[src/core/dac_fmt_pkg.sv]
// package: register map, field positions and reset values of the converter control block
package dac_fmt_pkg;
  localparam logic [1:0] CTRL_OFS = 2'h0;
  localparam logic [1:0] RSVD_OFS = 2'h1;
  localparam logic [1:0] LEFT_OFS = 2'h2;
  localparam logic [1:0] RIGHT_OFS = 2'h3;
  localparam int ENABLE_BIT = 7;
  localparam int JUSTIFY_BIT = 3;
  localparam int SIGNED_BIT = 2;
  localparam int WAIT_BIT = 1;
  localparam int OE_BIT = 0;
  localparam logic [7:0] CTRL_WMASK = 8'h8F;
  localparam logic [7:0] CTRL_RESET = 8'h00;
  localparam logic [7:0] DATA_RESET = 8'h00;
  localparam logic [7:0] SIGN_FLIP = 8'h80;

  // control register fields
  typedef struct packed {
    logic converter_enable;
    logic justify_right_sel;
    logic signed_format_sel;
    logic stop_in_wait;
    logic output_drive_enable;
  } ctrl_t;

  // whole block state
  typedef struct packed {
    ctrl_t ctrl;
    logic [7:0] value;
    logic [7:0] rdata;
    logic [7:0] code;
    logic active;
  } dac_state_t;
endpackage : dac_fmt_pkg

[src/core/code_map.sv]
// code mapping: turns the stored value into the unsigned code for the analog core
`timescale 1ns/1ps
`default_nettype none
module code_map (
  // stored value and format
  input wire logic [7:0] value,
  input wire logic signed_fmt,
  // mapped code
  output logic [7:0] code
);
  // flip the top bit for two's complement data
  assign code = signed_fmt ? (value ^ dac_fmt_pkg::SIGN_FLIP) : value;
endmodule : code_map
`default_nettype wire

[src/core/dac_format_ctrl.sv]
// converter control block: registers, data formatting and analog core control
`timescale 1ns/1ps
`default_nettype none
module dac_format_ctrl (
  // clock and reset
  input wire logic core_clk,
  input wire logic reset,
  // register port
  input wire logic [1:0] addr,
  input wire logic [7:0] wdata,
  input wire logic wr,
  input wire logic rd,
  output logic [7:0] rdata,
  // system mode
  input wire logic wait_mode,
  // analog core
  output logic [7:0] core_code,
  output logic core_power_up,
  output logic converting,
  output logic analog_out_pin_oe
);
  dac_fmt_pkg::dac_state_t st_r;
  dac_fmt_pkg::dac_state_t st_nxt;
  logic [7:0] mapped;
  logic wait_stop;
  logic run;

  // register index decode, shared by the checks below
  function automatic logic hit(input logic [1:0] a, input logic [1:0] ofs);
    return a == ofs;
  endfunction : hit

  // format mapping of the stored value
  code_map u_map (
    .value(st_r.value),
    .signed_fmt(st_r.ctrl.signed_format_sel),
    .code(mapped)
  );

  // core runs only when enabled and not parked by wait mode
  assign wait_stop = st_r.ctrl.stop_in_wait & wait_mode;
  assign run = st_r.ctrl.converter_enable & ~wait_stop;

  // next state: register writes, read data and core code
  always_comb begin
    st_nxt = st_r;
    st_nxt.rdata = 8'h00;
    if (wr) begin
      if (addr == dac_fmt_pkg::CTRL_OFS) begin
        st_nxt.ctrl.converter_enable = wdata[dac_fmt_pkg::ENABLE_BIT];
        st_nxt.ctrl.justify_right_sel = wdata[dac_fmt_pkg::JUSTIFY_BIT];
        st_nxt.ctrl.signed_format_sel = wdata[dac_fmt_pkg::SIGNED_BIT];
        st_nxt.ctrl.stop_in_wait = wdata[dac_fmt_pkg::WAIT_BIT];
        st_nxt.ctrl.output_drive_enable = wdata[dac_fmt_pkg::OE_BIT];
      end else if (addr == dac_fmt_pkg::LEFT_OFS) begin
        if (!st_r.ctrl.justify_right_sel) begin
          st_nxt.value = wdata;
        end
      end else if (addr == dac_fmt_pkg::RIGHT_OFS) begin
        if (st_r.ctrl.justify_right_sel) begin
          st_nxt.value = wdata;
        end
      end
    end
    if (rd) begin
      if (addr == dac_fmt_pkg::CTRL_OFS) begin
        st_nxt.rdata = {st_r.ctrl.converter_enable, 3'h0, st_r.ctrl.justify_right_sel,
                        st_r.ctrl.signed_format_sel, st_r.ctrl.stop_in_wait,
                        st_r.ctrl.output_drive_enable};
      end else if (addr == dac_fmt_pkg::LEFT_OFS) begin
        st_nxt.rdata = st_r.ctrl.justify_right_sel ? 8'h00 : st_r.value;
      end else if (addr == dac_fmt_pkg::RIGHT_OFS) begin
        st_nxt.rdata = st_r.ctrl.justify_right_sel ? st_r.value : 8'h00;
      end
    end
    st_nxt.active = run;
    st_nxt.code = mapped;
  end

  // state register, synchronous reset powers down and aborts
  always_ff @(posedge core_clk) begin
    if (reset) begin
      st_r.ctrl <= '0;
      st_r.value <= dac_fmt_pkg::DATA_RESET;
      st_r.rdata <= 8'h00;
      st_r.code <= 8'h00;
      st_r.active <= 1'b0;
    end else begin
      st_r <= st_nxt;
    end
  end

  // outputs
  assign rdata = st_r.rdata;
  assign core_code = st_r.code;
  assign core_power_up = st_r.active;
  assign converting = st_r.active;
  // pin drive needs the registered run flag and both enables as they stand now
  assign analog_out_pin_oe = st_r.active & st_r.ctrl.converter_enable & st_r.ctrl.output_drive_enable;

  // checks

  // right location reads zero while left justified
  right_zero_a: assert property (@(posedge core_clk) disable iff (reset)
    (rd && hit(addr, dac_fmt_pkg::RIGHT_OFS) && !st_r.ctrl.justify_right_sel) |=> rdata == 8'h00)
    else $error("right location not zero");

  // right location writes dropped while left justified
  right_ign_a: assert property (@(posedge core_clk) disable iff (reset)
    (wr && hit(addr, dac_fmt_pkg::RIGHT_OFS) && !st_r.ctrl.justify_right_sel) |=> $stable(st_r.value))
    else $error("ignored write changed value");

  // right location stores a write while right justified
  right_rw_a: assert property (@(posedge core_clk) disable iff (reset)
    (wr && hit(addr, dac_fmt_pkg::RIGHT_OFS) && st_r.ctrl.justify_right_sel) |=> st_r.value == $past(wdata))
    else $error("right write lost");

  // right location reads back the stored value while right justified
  right_read_a: assert property (@(posedge core_clk) disable iff (reset)
    (rd && hit(addr, dac_fmt_pkg::RIGHT_OFS) && st_r.ctrl.justify_right_sel) |=> rdata == $past(st_r.value))
    else $error("right read wrong");

  // left location reads zero while right justified
  left_zero_a: assert property (@(posedge core_clk) disable iff (reset)
    (rd && hit(addr, dac_fmt_pkg::LEFT_OFS) && st_r.ctrl.justify_right_sel) |=> rdata == 8'h00)
    else $error("left location not zero");

  // left location writes dropped while right justified
  left_ign_a: assert property (@(posedge core_clk) disable iff (reset)
    (wr && hit(addr, dac_fmt_pkg::LEFT_OFS) && st_r.ctrl.justify_right_sel) |=> $stable(st_r.value))
    else $error("left write not ignored");

  // left location stores a write while left justified
  left_rw_a: assert property (@(posedge core_clk) disable iff (reset)
    (wr && hit(addr, dac_fmt_pkg::LEFT_OFS) && !st_r.ctrl.justify_right_sel) |=> st_r.value == $past(wdata))
    else $error("left write lost");

  // unsigned data passes straight through as a linear code
  code_lin_a: assert property (@(posedge core_clk) disable iff (reset)
    (!st_r.ctrl.signed_format_sel && $stable(st_r.value) && $stable(st_r.ctrl)) |=> core_code == $past(st_r.value))
    else $error("unsigned code wrong");

  // signed data lands on the unsigned scale with the top bit flipped
  sign_map_a: assert property (@(posedge core_clk) disable iff (reset)
    (st_r.ctrl.signed_format_sel && $stable(st_r.value) && $stable(st_r.ctrl))
    |=> core_code == {~$past(st_r.value[7]), $past(st_r.value[6:0])})
    else $error("signed code wrong");

  // unsigned data write reaches the core two edges later
  code_reg_a: assert property (@(posedge core_clk) disable iff (reset)
    (wr && hit(addr, dac_fmt_pkg::RIGHT_OFS) && st_r.ctrl.justify_right_sel && !st_r.ctrl.signed_format_sel)
    |=> ##1 core_code == $past(wdata, 2))
    else $error("core code not updated");

  // enable starts conversion while wait mode is off
  start_a: assert property (@(posedge core_clk) disable iff (reset)
    (st_r.ctrl.converter_enable && !wait_mode) |=> converting)
    else $error("conversion did not start");

  // reset clears read data and core code
  reset_clr_a: assert property (@(posedge core_clk)
    reset |=> rdata == 8'h00 && core_code == 8'h00 && !st_r.ctrl.converter_enable)
    else $error("reset did not clear registers");

  // reset stops a running conversion at once
  reset_off_a: assert property (@(posedge core_clk)
    reset |=> !core_power_up && !analog_out_pin_oe)
    else $error("reset did not power down");

  // pin driven only with both enables set
  drive_gate_a: assert property (@(posedge core_clk) disable iff (reset)
    analog_out_pin_oe |-> (st_r.ctrl.converter_enable && st_r.ctrl.output_drive_enable))
    else $error("pin driven while disabled");

  // stop-in-wait parks the core during wait mode
  wait_stop_a: assert property (@(posedge core_clk) disable iff (reset)
    (st_r.ctrl.stop_in_wait && wait_mode) |=> !core_power_up)
    else $error("wait mode did not stop");

  // control writes never touch the stored value
  keep_val_a: assert property (@(posedge core_clk) disable iff (reset)
    (wr && hit(addr, dac_fmt_pkg::CTRL_OFS)) |=> $stable(st_r.value))
    else $error("select change altered value");

  // main scenarios reached
  cv_signed_c: cover property (@(posedge core_clk) st_r.ctrl.signed_format_sel && converting);
  cv_right_c: cover property (@(posedge core_clk) wr && addr == dac_fmt_pkg::RIGHT_OFS && st_r.ctrl.justify_right_sel);
  cv_drive_c: cover property (@(posedge core_clk) analog_out_pin_oe);
  cv_left_c: cover property (@(posedge core_clk) wr && addr == dac_fmt_pkg::LEFT_OFS && !st_r.ctrl.justify_right_sel);
  cv_wait_c: cover property (@(posedge core_clk) st_r.ctrl.converter_enable && st_r.ctrl.stop_in_wait && wait_mode);
endmodule : dac_format_ctrl
`default_nettype wire

[config.mk]
export PLATFORM = sky130hd
export DESIGN_NAME = dac_format_ctrl
export DESIGN_NICKNAME = d
export VERILOG_FILES = /design/src/core/dac_fmt_pkg.sv /design/src/core/code_map.sv /design/src/core/dac_format_ctrl.sv
export SDC_FILE = /design/constraint.sdc
export NUM_CORES = 1
export LEC_CHECK = 0
export ABC_CLOCK_PERIOD_IN_PS = 1500
export BUFFER_PORTS_ARGS = -buffer_cell sky130_fd_sc_hd__buf_4
export CAP_MARGIN = 20
export CORE_MARGIN = 3
export CORE_UTILIZATION = 30
export CTS_BUF_LIST = sky130_fd_sc_hd__clkbuf_4 sky130_fd_sc_hd__clkbuf_8 sky130_fd_sc_hd__clkbuf_16
export DETAILED_ROUTE_END_ITERATION = 10
export HOLD_SLACK_MARGIN = 0.1
export SLEW_MARGIN = 20
export SYNTH_ARGS = -nofsm -noshare
export SYNTH_HDL_FRONTEND = slang
export SYNTH_SLANG_ARGS = --single-unit
[constraint.sdc]
create_clock -name core_clk -period 1.5 [get_ports core_clk]
set_input_delay 0.3 -clock core_clk [delete_from_list [all_inputs] [get_ports core_clk]]
set_output_delay 0.3 -clock core_clk [all_outputs]
set_load 0.01 [all_outputs]
==> flow_metrics.tcl, run 1 <==
set metrics [dict create \
    vias 762 \
    layout_commonest_cell "buf_4" \
    antenna_found_initial 0 \
    slowest_delay_ns 0.39 \
    place_ws_ns 0.111 \
    io_pins 34 \
    ys.warnings.count 0 \
    root_buffer "clkbuf_8" \
    synth_area_um2 1200 \
    clock_sinks 30 \
    worstPathArrival_ns 1.48 \
    slew_viol_final 0 \
    grt_pass1_vias 707 \
    clock_path_buffers 2 \
    clk_latency_ns 0.28 \
    fin_crit_sh_pct 87.4 \
    rows 22 \
    drive_above_1_share_pct 40.2 \
    nFillCells 402 \
    power_density_nw_per_um2 1090 \
    fp.dieArea_um2 4790 \
    wl_mm 2.12 \
    ys_seq_elements 30 \
    cp.buffers_inverters 1 \
    post-cts-setup-buffers 0 \
    crit_chain "xnor2_1 -> and3_1 -> buf_12 -> mux2_4" \
    power.leakage_nw 0.651 \
    io_buffers 33 \
    cp_slowest_cell "dfxtp_1" \
    cts_tree "built" \
    syn-num-nets 124 \
    grt_pass1_wl_mm 3.40 \
    ys_types 22 \
    yosysSeqAreaShare_pct 50.2 \
    dpl_cell_area_um2 1390 \
    period_minus_slack_ns 1.31 \
    crit_fanout 8 \
    worst_ep_required_time_ns 1.66 \
    synth_top_cell_area_share_pct 50.2 \
    end_kind "flop" \
    final_nets 146 \
    numCtsBuffers 5 \
    yosysTopAreaCell "dfxtp_1" \
    fin_skew_ns 0.00369 \
    overflow 0 \
    min-delay-path-class "primary input to flop" \
    final.setup.tns_ns 0 \
    vias_per_cell 4.23 \
    hold_path.startpoint "wait_mode" \
    area_delta_synth_final_pct 24.0 \
    finalSetupViolCount 0 \
    path_clk_slew_ns 0.06 \
    ir_drop_uv 453 \
    wire_per_inst_um 11.8 \
    final_area_um2 1490 \
    avgSynthCellArea_um2 11.0 \
    antenna_cells 0 \
    track_usage_pct 9.23 \
    drt-initial-drc-count 35 \
    grt_setup_unrepaired "false" \
    timing.fmax_ghz 0.763 \
    drcViolationCount 0 \
    outcome "completed" \
    hold_buffers 0 \
    relSlewSlack_pct 70.4 \
    cp-start-kind "flop" \
    path_class "flop to flop" \
    synthCells 109 \
    die_y_um 69.2 \
    dieWidth_um 69.2 \
    maxCapViolCount 0 \
    final_cell_mix "buf_4, dfxtp_1, nor2b_1" \
    dr.pass1.iters 4 \
    cts_resized 0 \
    critPathLaunch "st_r[28]$_SDFFE_PP0P_" \
    crit_family "flip-flops" \
    timing.final.ws_setup_ns 0.189 \
    core-area_um2 3740 \
    tightest_slew_ns 0.441 \
    ctsHtreeMaxLevel 2 \
    dp_hpwl_mm 1.53 \
    start_util_pct 32.0 \
    routabilityCongestion 0.786 \
    grt_max_degree 17 \
    ys_top_cells_by_area "dfxtp_1, buf_4, mux2_4" \
    r2r_start "st_r[28]$_SDFFE_PP0P_" \
    antenna_left 0 \
    hold_violations 0 \
]
## sequential cells by signal (all words and copies together) (netlist names)
signal and flops:
st_r 13, core_code 8, rdata 8, converting 1
## per-layer routing
metal / global-route usage, % / share of wire, % / up-vias
li1: - / - / 385
met3: 4.64 / 7.8 / 6
met1: 11.2 / 48 / 342
met5: 0 / 0 / -
met2: 12.7 / 42 / 29
met4: 5.86 / 2.0 / 0
## report_power, final
part | switching (mW) | internal (mW) | total, mW
Clock | 0.283 | 0.387 | 0.670
Combinational | 0.0513 | 0.0747 | 0.126
Sequential | 0.0113 | 0.817 | 0.828
## metrics by stage
step / std cells / utilization (%) / hold WS, ns / total power, mW
4_1_cts: 180 / 39.7 / 0.191 / 1.65
6_report: 180 / 39.7 / 0.196 / 1.62
3_5_place_dp: 172 / 37.1 / 0.441 / 0.973
5_1_grt: 180 / 39.7 / 0.200 / 1.69
3_3_place_gp: 172 / 37.1 / 0.436 / 0.971
2_1_floorplan: 109 / - / 0.383 / 0.917
## final cells by class
type                    instances  area, µm²  area share [%]
multi-input cells              57        443            29.8
clock buffers                   7       90.1            6.07
flip-flops and latches         30        601            40.4
well taps                      48       60.1            4.04
inverters                       1       3.75           0.253
clock inverters                 1       5.00           0.337
repair buffers                 36        283            19.0
## cell usage after synthesis
master and instances:
nor2b_1 14, and2_1 3, nor2_1 8, nand3_1 1
buf_6 1, xnor2_1 2, mux2_4 7, o21ai_0 1
nor3b_2 1, a22o_1 4, inv_1 1, a21oi_1 1
nor3_1 1, dfxtp_1 30, and4b_1 1, clkbuf_1 3
and3_1 2, buf_4 17, nand2b_1 3, a211oi_1 1
mux2i_1 6, and3_2 1
## cell families (layout without fill, tap and decap cells)
| family | count (synthesis) | after routing | synth area share, % |
|---|---|---|---|
| flip-flops | 30 | 30 | 50.2 |
| multiplexers | 13 | 13 | 13.8 |
| AND/OR/NAND/NOR | 35 | 35 | 17.3 |
| AO/OA/AOI/OAI | 7 | 7 | 4.39 |
| buffers and inverters | 22 | 45 | 12.9 |
| XOR/XNOR | 2 | 2 | 1.46 |
## worst paths after layout
check,depth (start not counted),slack (ns),endpoint
max reg2reg,4,0.19,st_r[23]$_SDFFE_PP0P_
max,4,0.19,st_r[23]$_SDFFE_PP0P_
min,2,0.20,converting$_SDFF_PP0_
min reg2reg,1,0.45,rdata[6]$_SDFF_PP0_
(Power assumes the default switching activity.)
==> run 2: changes to the inputs <==
Settings changed: RECOVER_POWER from default to 50.
==> flow_metrics.tcl, run 2 (synthesized netlist as in run 1, its figures left out) <==
set metrics [dict create \
    final_area_um2 1450 \
    fin_cells 180 \
    finalSetupViolCount 0 \
    power_density_nw_per_um2 1120 \
    ctsHtreeMaxLevel 2 \
    cp.buffers_inverters 1 \
    rows 22 \
    drt-initial-drc-count 33 \
    fin_util_pct 38.7 \
    drcViolationCount 0 \
    hold_buffers 0 \
    io_buffers 33 \
    grt_pass1_wl_mm 3.40 \
    crit_fanout 8 \
    grt_pass1_vias 707 \
    final_nets 146 \
    track_usage_pct 9.23 \
    numCtsBuffers 5 \
    antenna_cells 0 \
    final.setup.tns_ns 0 \
    vias 762 \
    final_cell_mix "dfxtp_1, buf_4, nor2b_1" \
    cp-start-kind "flop" \
    min-delay-path-class "primary input to flop" \
    outcome "completed" \
    clk_latency_ns 0.28 \
    antenna_left 0 \
    hold_violations 0 \
    slowest_delay_ns 0.39 \
    crit_family "flip-flops" \
    dpl_cell_area_um2 1390 \
    slew_viol_final 0 \
    dieWidth_um 69.2 \
    cts_tree "built" \
    clock_sinks 30 \
    top_register "st_r" \
    routabilityCongestion 0.786 \
    overflow 0 \
    timing.fmax_ghz 0.763 \
    grt_setup_unrepaired "false" \
    grt_max_degree 17 \
    wl_mm 2.14 \
    core-area_um2 3740 \
    ir_drop_uv 452 \
    worst_ep_required_time_ns 1.66 \
    largest_reg_flops 13 \
    antenna_found_initial 0 \
    vias_per_cell 4.23 \
    crit_chain "xnor2_1 -> and3_1 -> buf_12 -> mux2_4" \
    period_minus_slack_ns 1.31 \
    dr.pass1.iters 4 \
    fin_skew_ns 0.00369 \
    path_clk_slew_ns 0.06 \
    cp_slowest_cell "dfxtp_1" \
    fin_crit_sh_pct 87.4 \
    post-cts-setup-buffers 0 \
    die_y_um 69.2 \
    clock_path_buffers 2 \
    tightest_slew_ns 0.614 \
    timing.final.ws_setup_ns 0.189 \
    cts_resized 0 \
    io_pins 34 \
    dp_hpwl_mm 1.53 \
    power.leakage_nw 0.609 \
    r2r_start "st_r[28]$_SDFFE_PP0P_" \
    worstPathArrival_ns 1.48 \
    relSlewSlack_pct 59.1 \
    hold_path.startpoint "wait_mode" \
    path_class "flop to flop" \
    wire_per_inst_um 11.9 \
    fp.dieArea_um2 4790 \
    dp.cells 172 \
    maxCapViolCount 0 \
    drive_above_1_share_pct 32.6 \
    critPathLaunch "st_r[28]$_SDFFE_PP0P_" \
    start_util_pct 32.0 \
    layout_commonest_cell "dfxtp_1" \
    root_buffer "clkbuf_8" \
    place_ws_ns 0.111 \
    end_kind "flop" \
    area_delta_synth_final_pct 20.9 \
]
==> run 2: cell types whose count changed in the layout (fill, tap and decap cells not counted), sizes merged <==
cell	delta
buf	-10
clkbuf	+10
==> run 2: metal layers <==
| layer | global-route usage, % | routed length, µm | up-vias |
|---|---|---|---|
| met5 | 0 | 0 | - |
| met4 | 5.86 | 42 | 0 |
| met3 | 4.64 | 159 | 6 |
| met2 | 12.7 | 895 | 29 |
| met1 | 11.2 | 1040 | 342 |
| li1 | - | - | 385 |
==> run 2: power by group <==
part	internal, mW	total [mW]	leakage (nW)	switching, mW
Clock	0.387	0.670	0.0517	0.283
Combinational	0.0708	0.122	0.314	0.0514
Sequential	0.817	0.828	0.243	0.0113
==> run 2: area by class of cell <==
class                      count  area (µm²)
inverter                       1        3.75
multi-input combinational     57         443
sequential                    30         601
timing repair buffer          36         245
fill                         405        2300
clock inverter                 1        5.00
clock buffer                   7        90.1
tap                           48        60.1
==> run 2: path summary, 6_finish.rpt <==
path,cells after the start,slack (ns),end
worst max-delay path,4,0.19,st_r[23]$_SDFFE_PP0P_
worst min-delay path,2,0.20,converting$_SDFF_PP0_
worst min register to register,1,0.45,rdata[6]$_SDFF_PP0_
worst max register to register,4,0.19,st_r[23]$_SDFFE_PP0P_
==> run 2: per-stage QoR <==
step	hold slack, ns	power (mW)
after floorplan	0.383	0.917
after global placement	0.436	0.971
after detailed placement	0.441	0.973
after global routing	0.200	1.68
final	0.196	1.62
after CTS	0.191	1.65
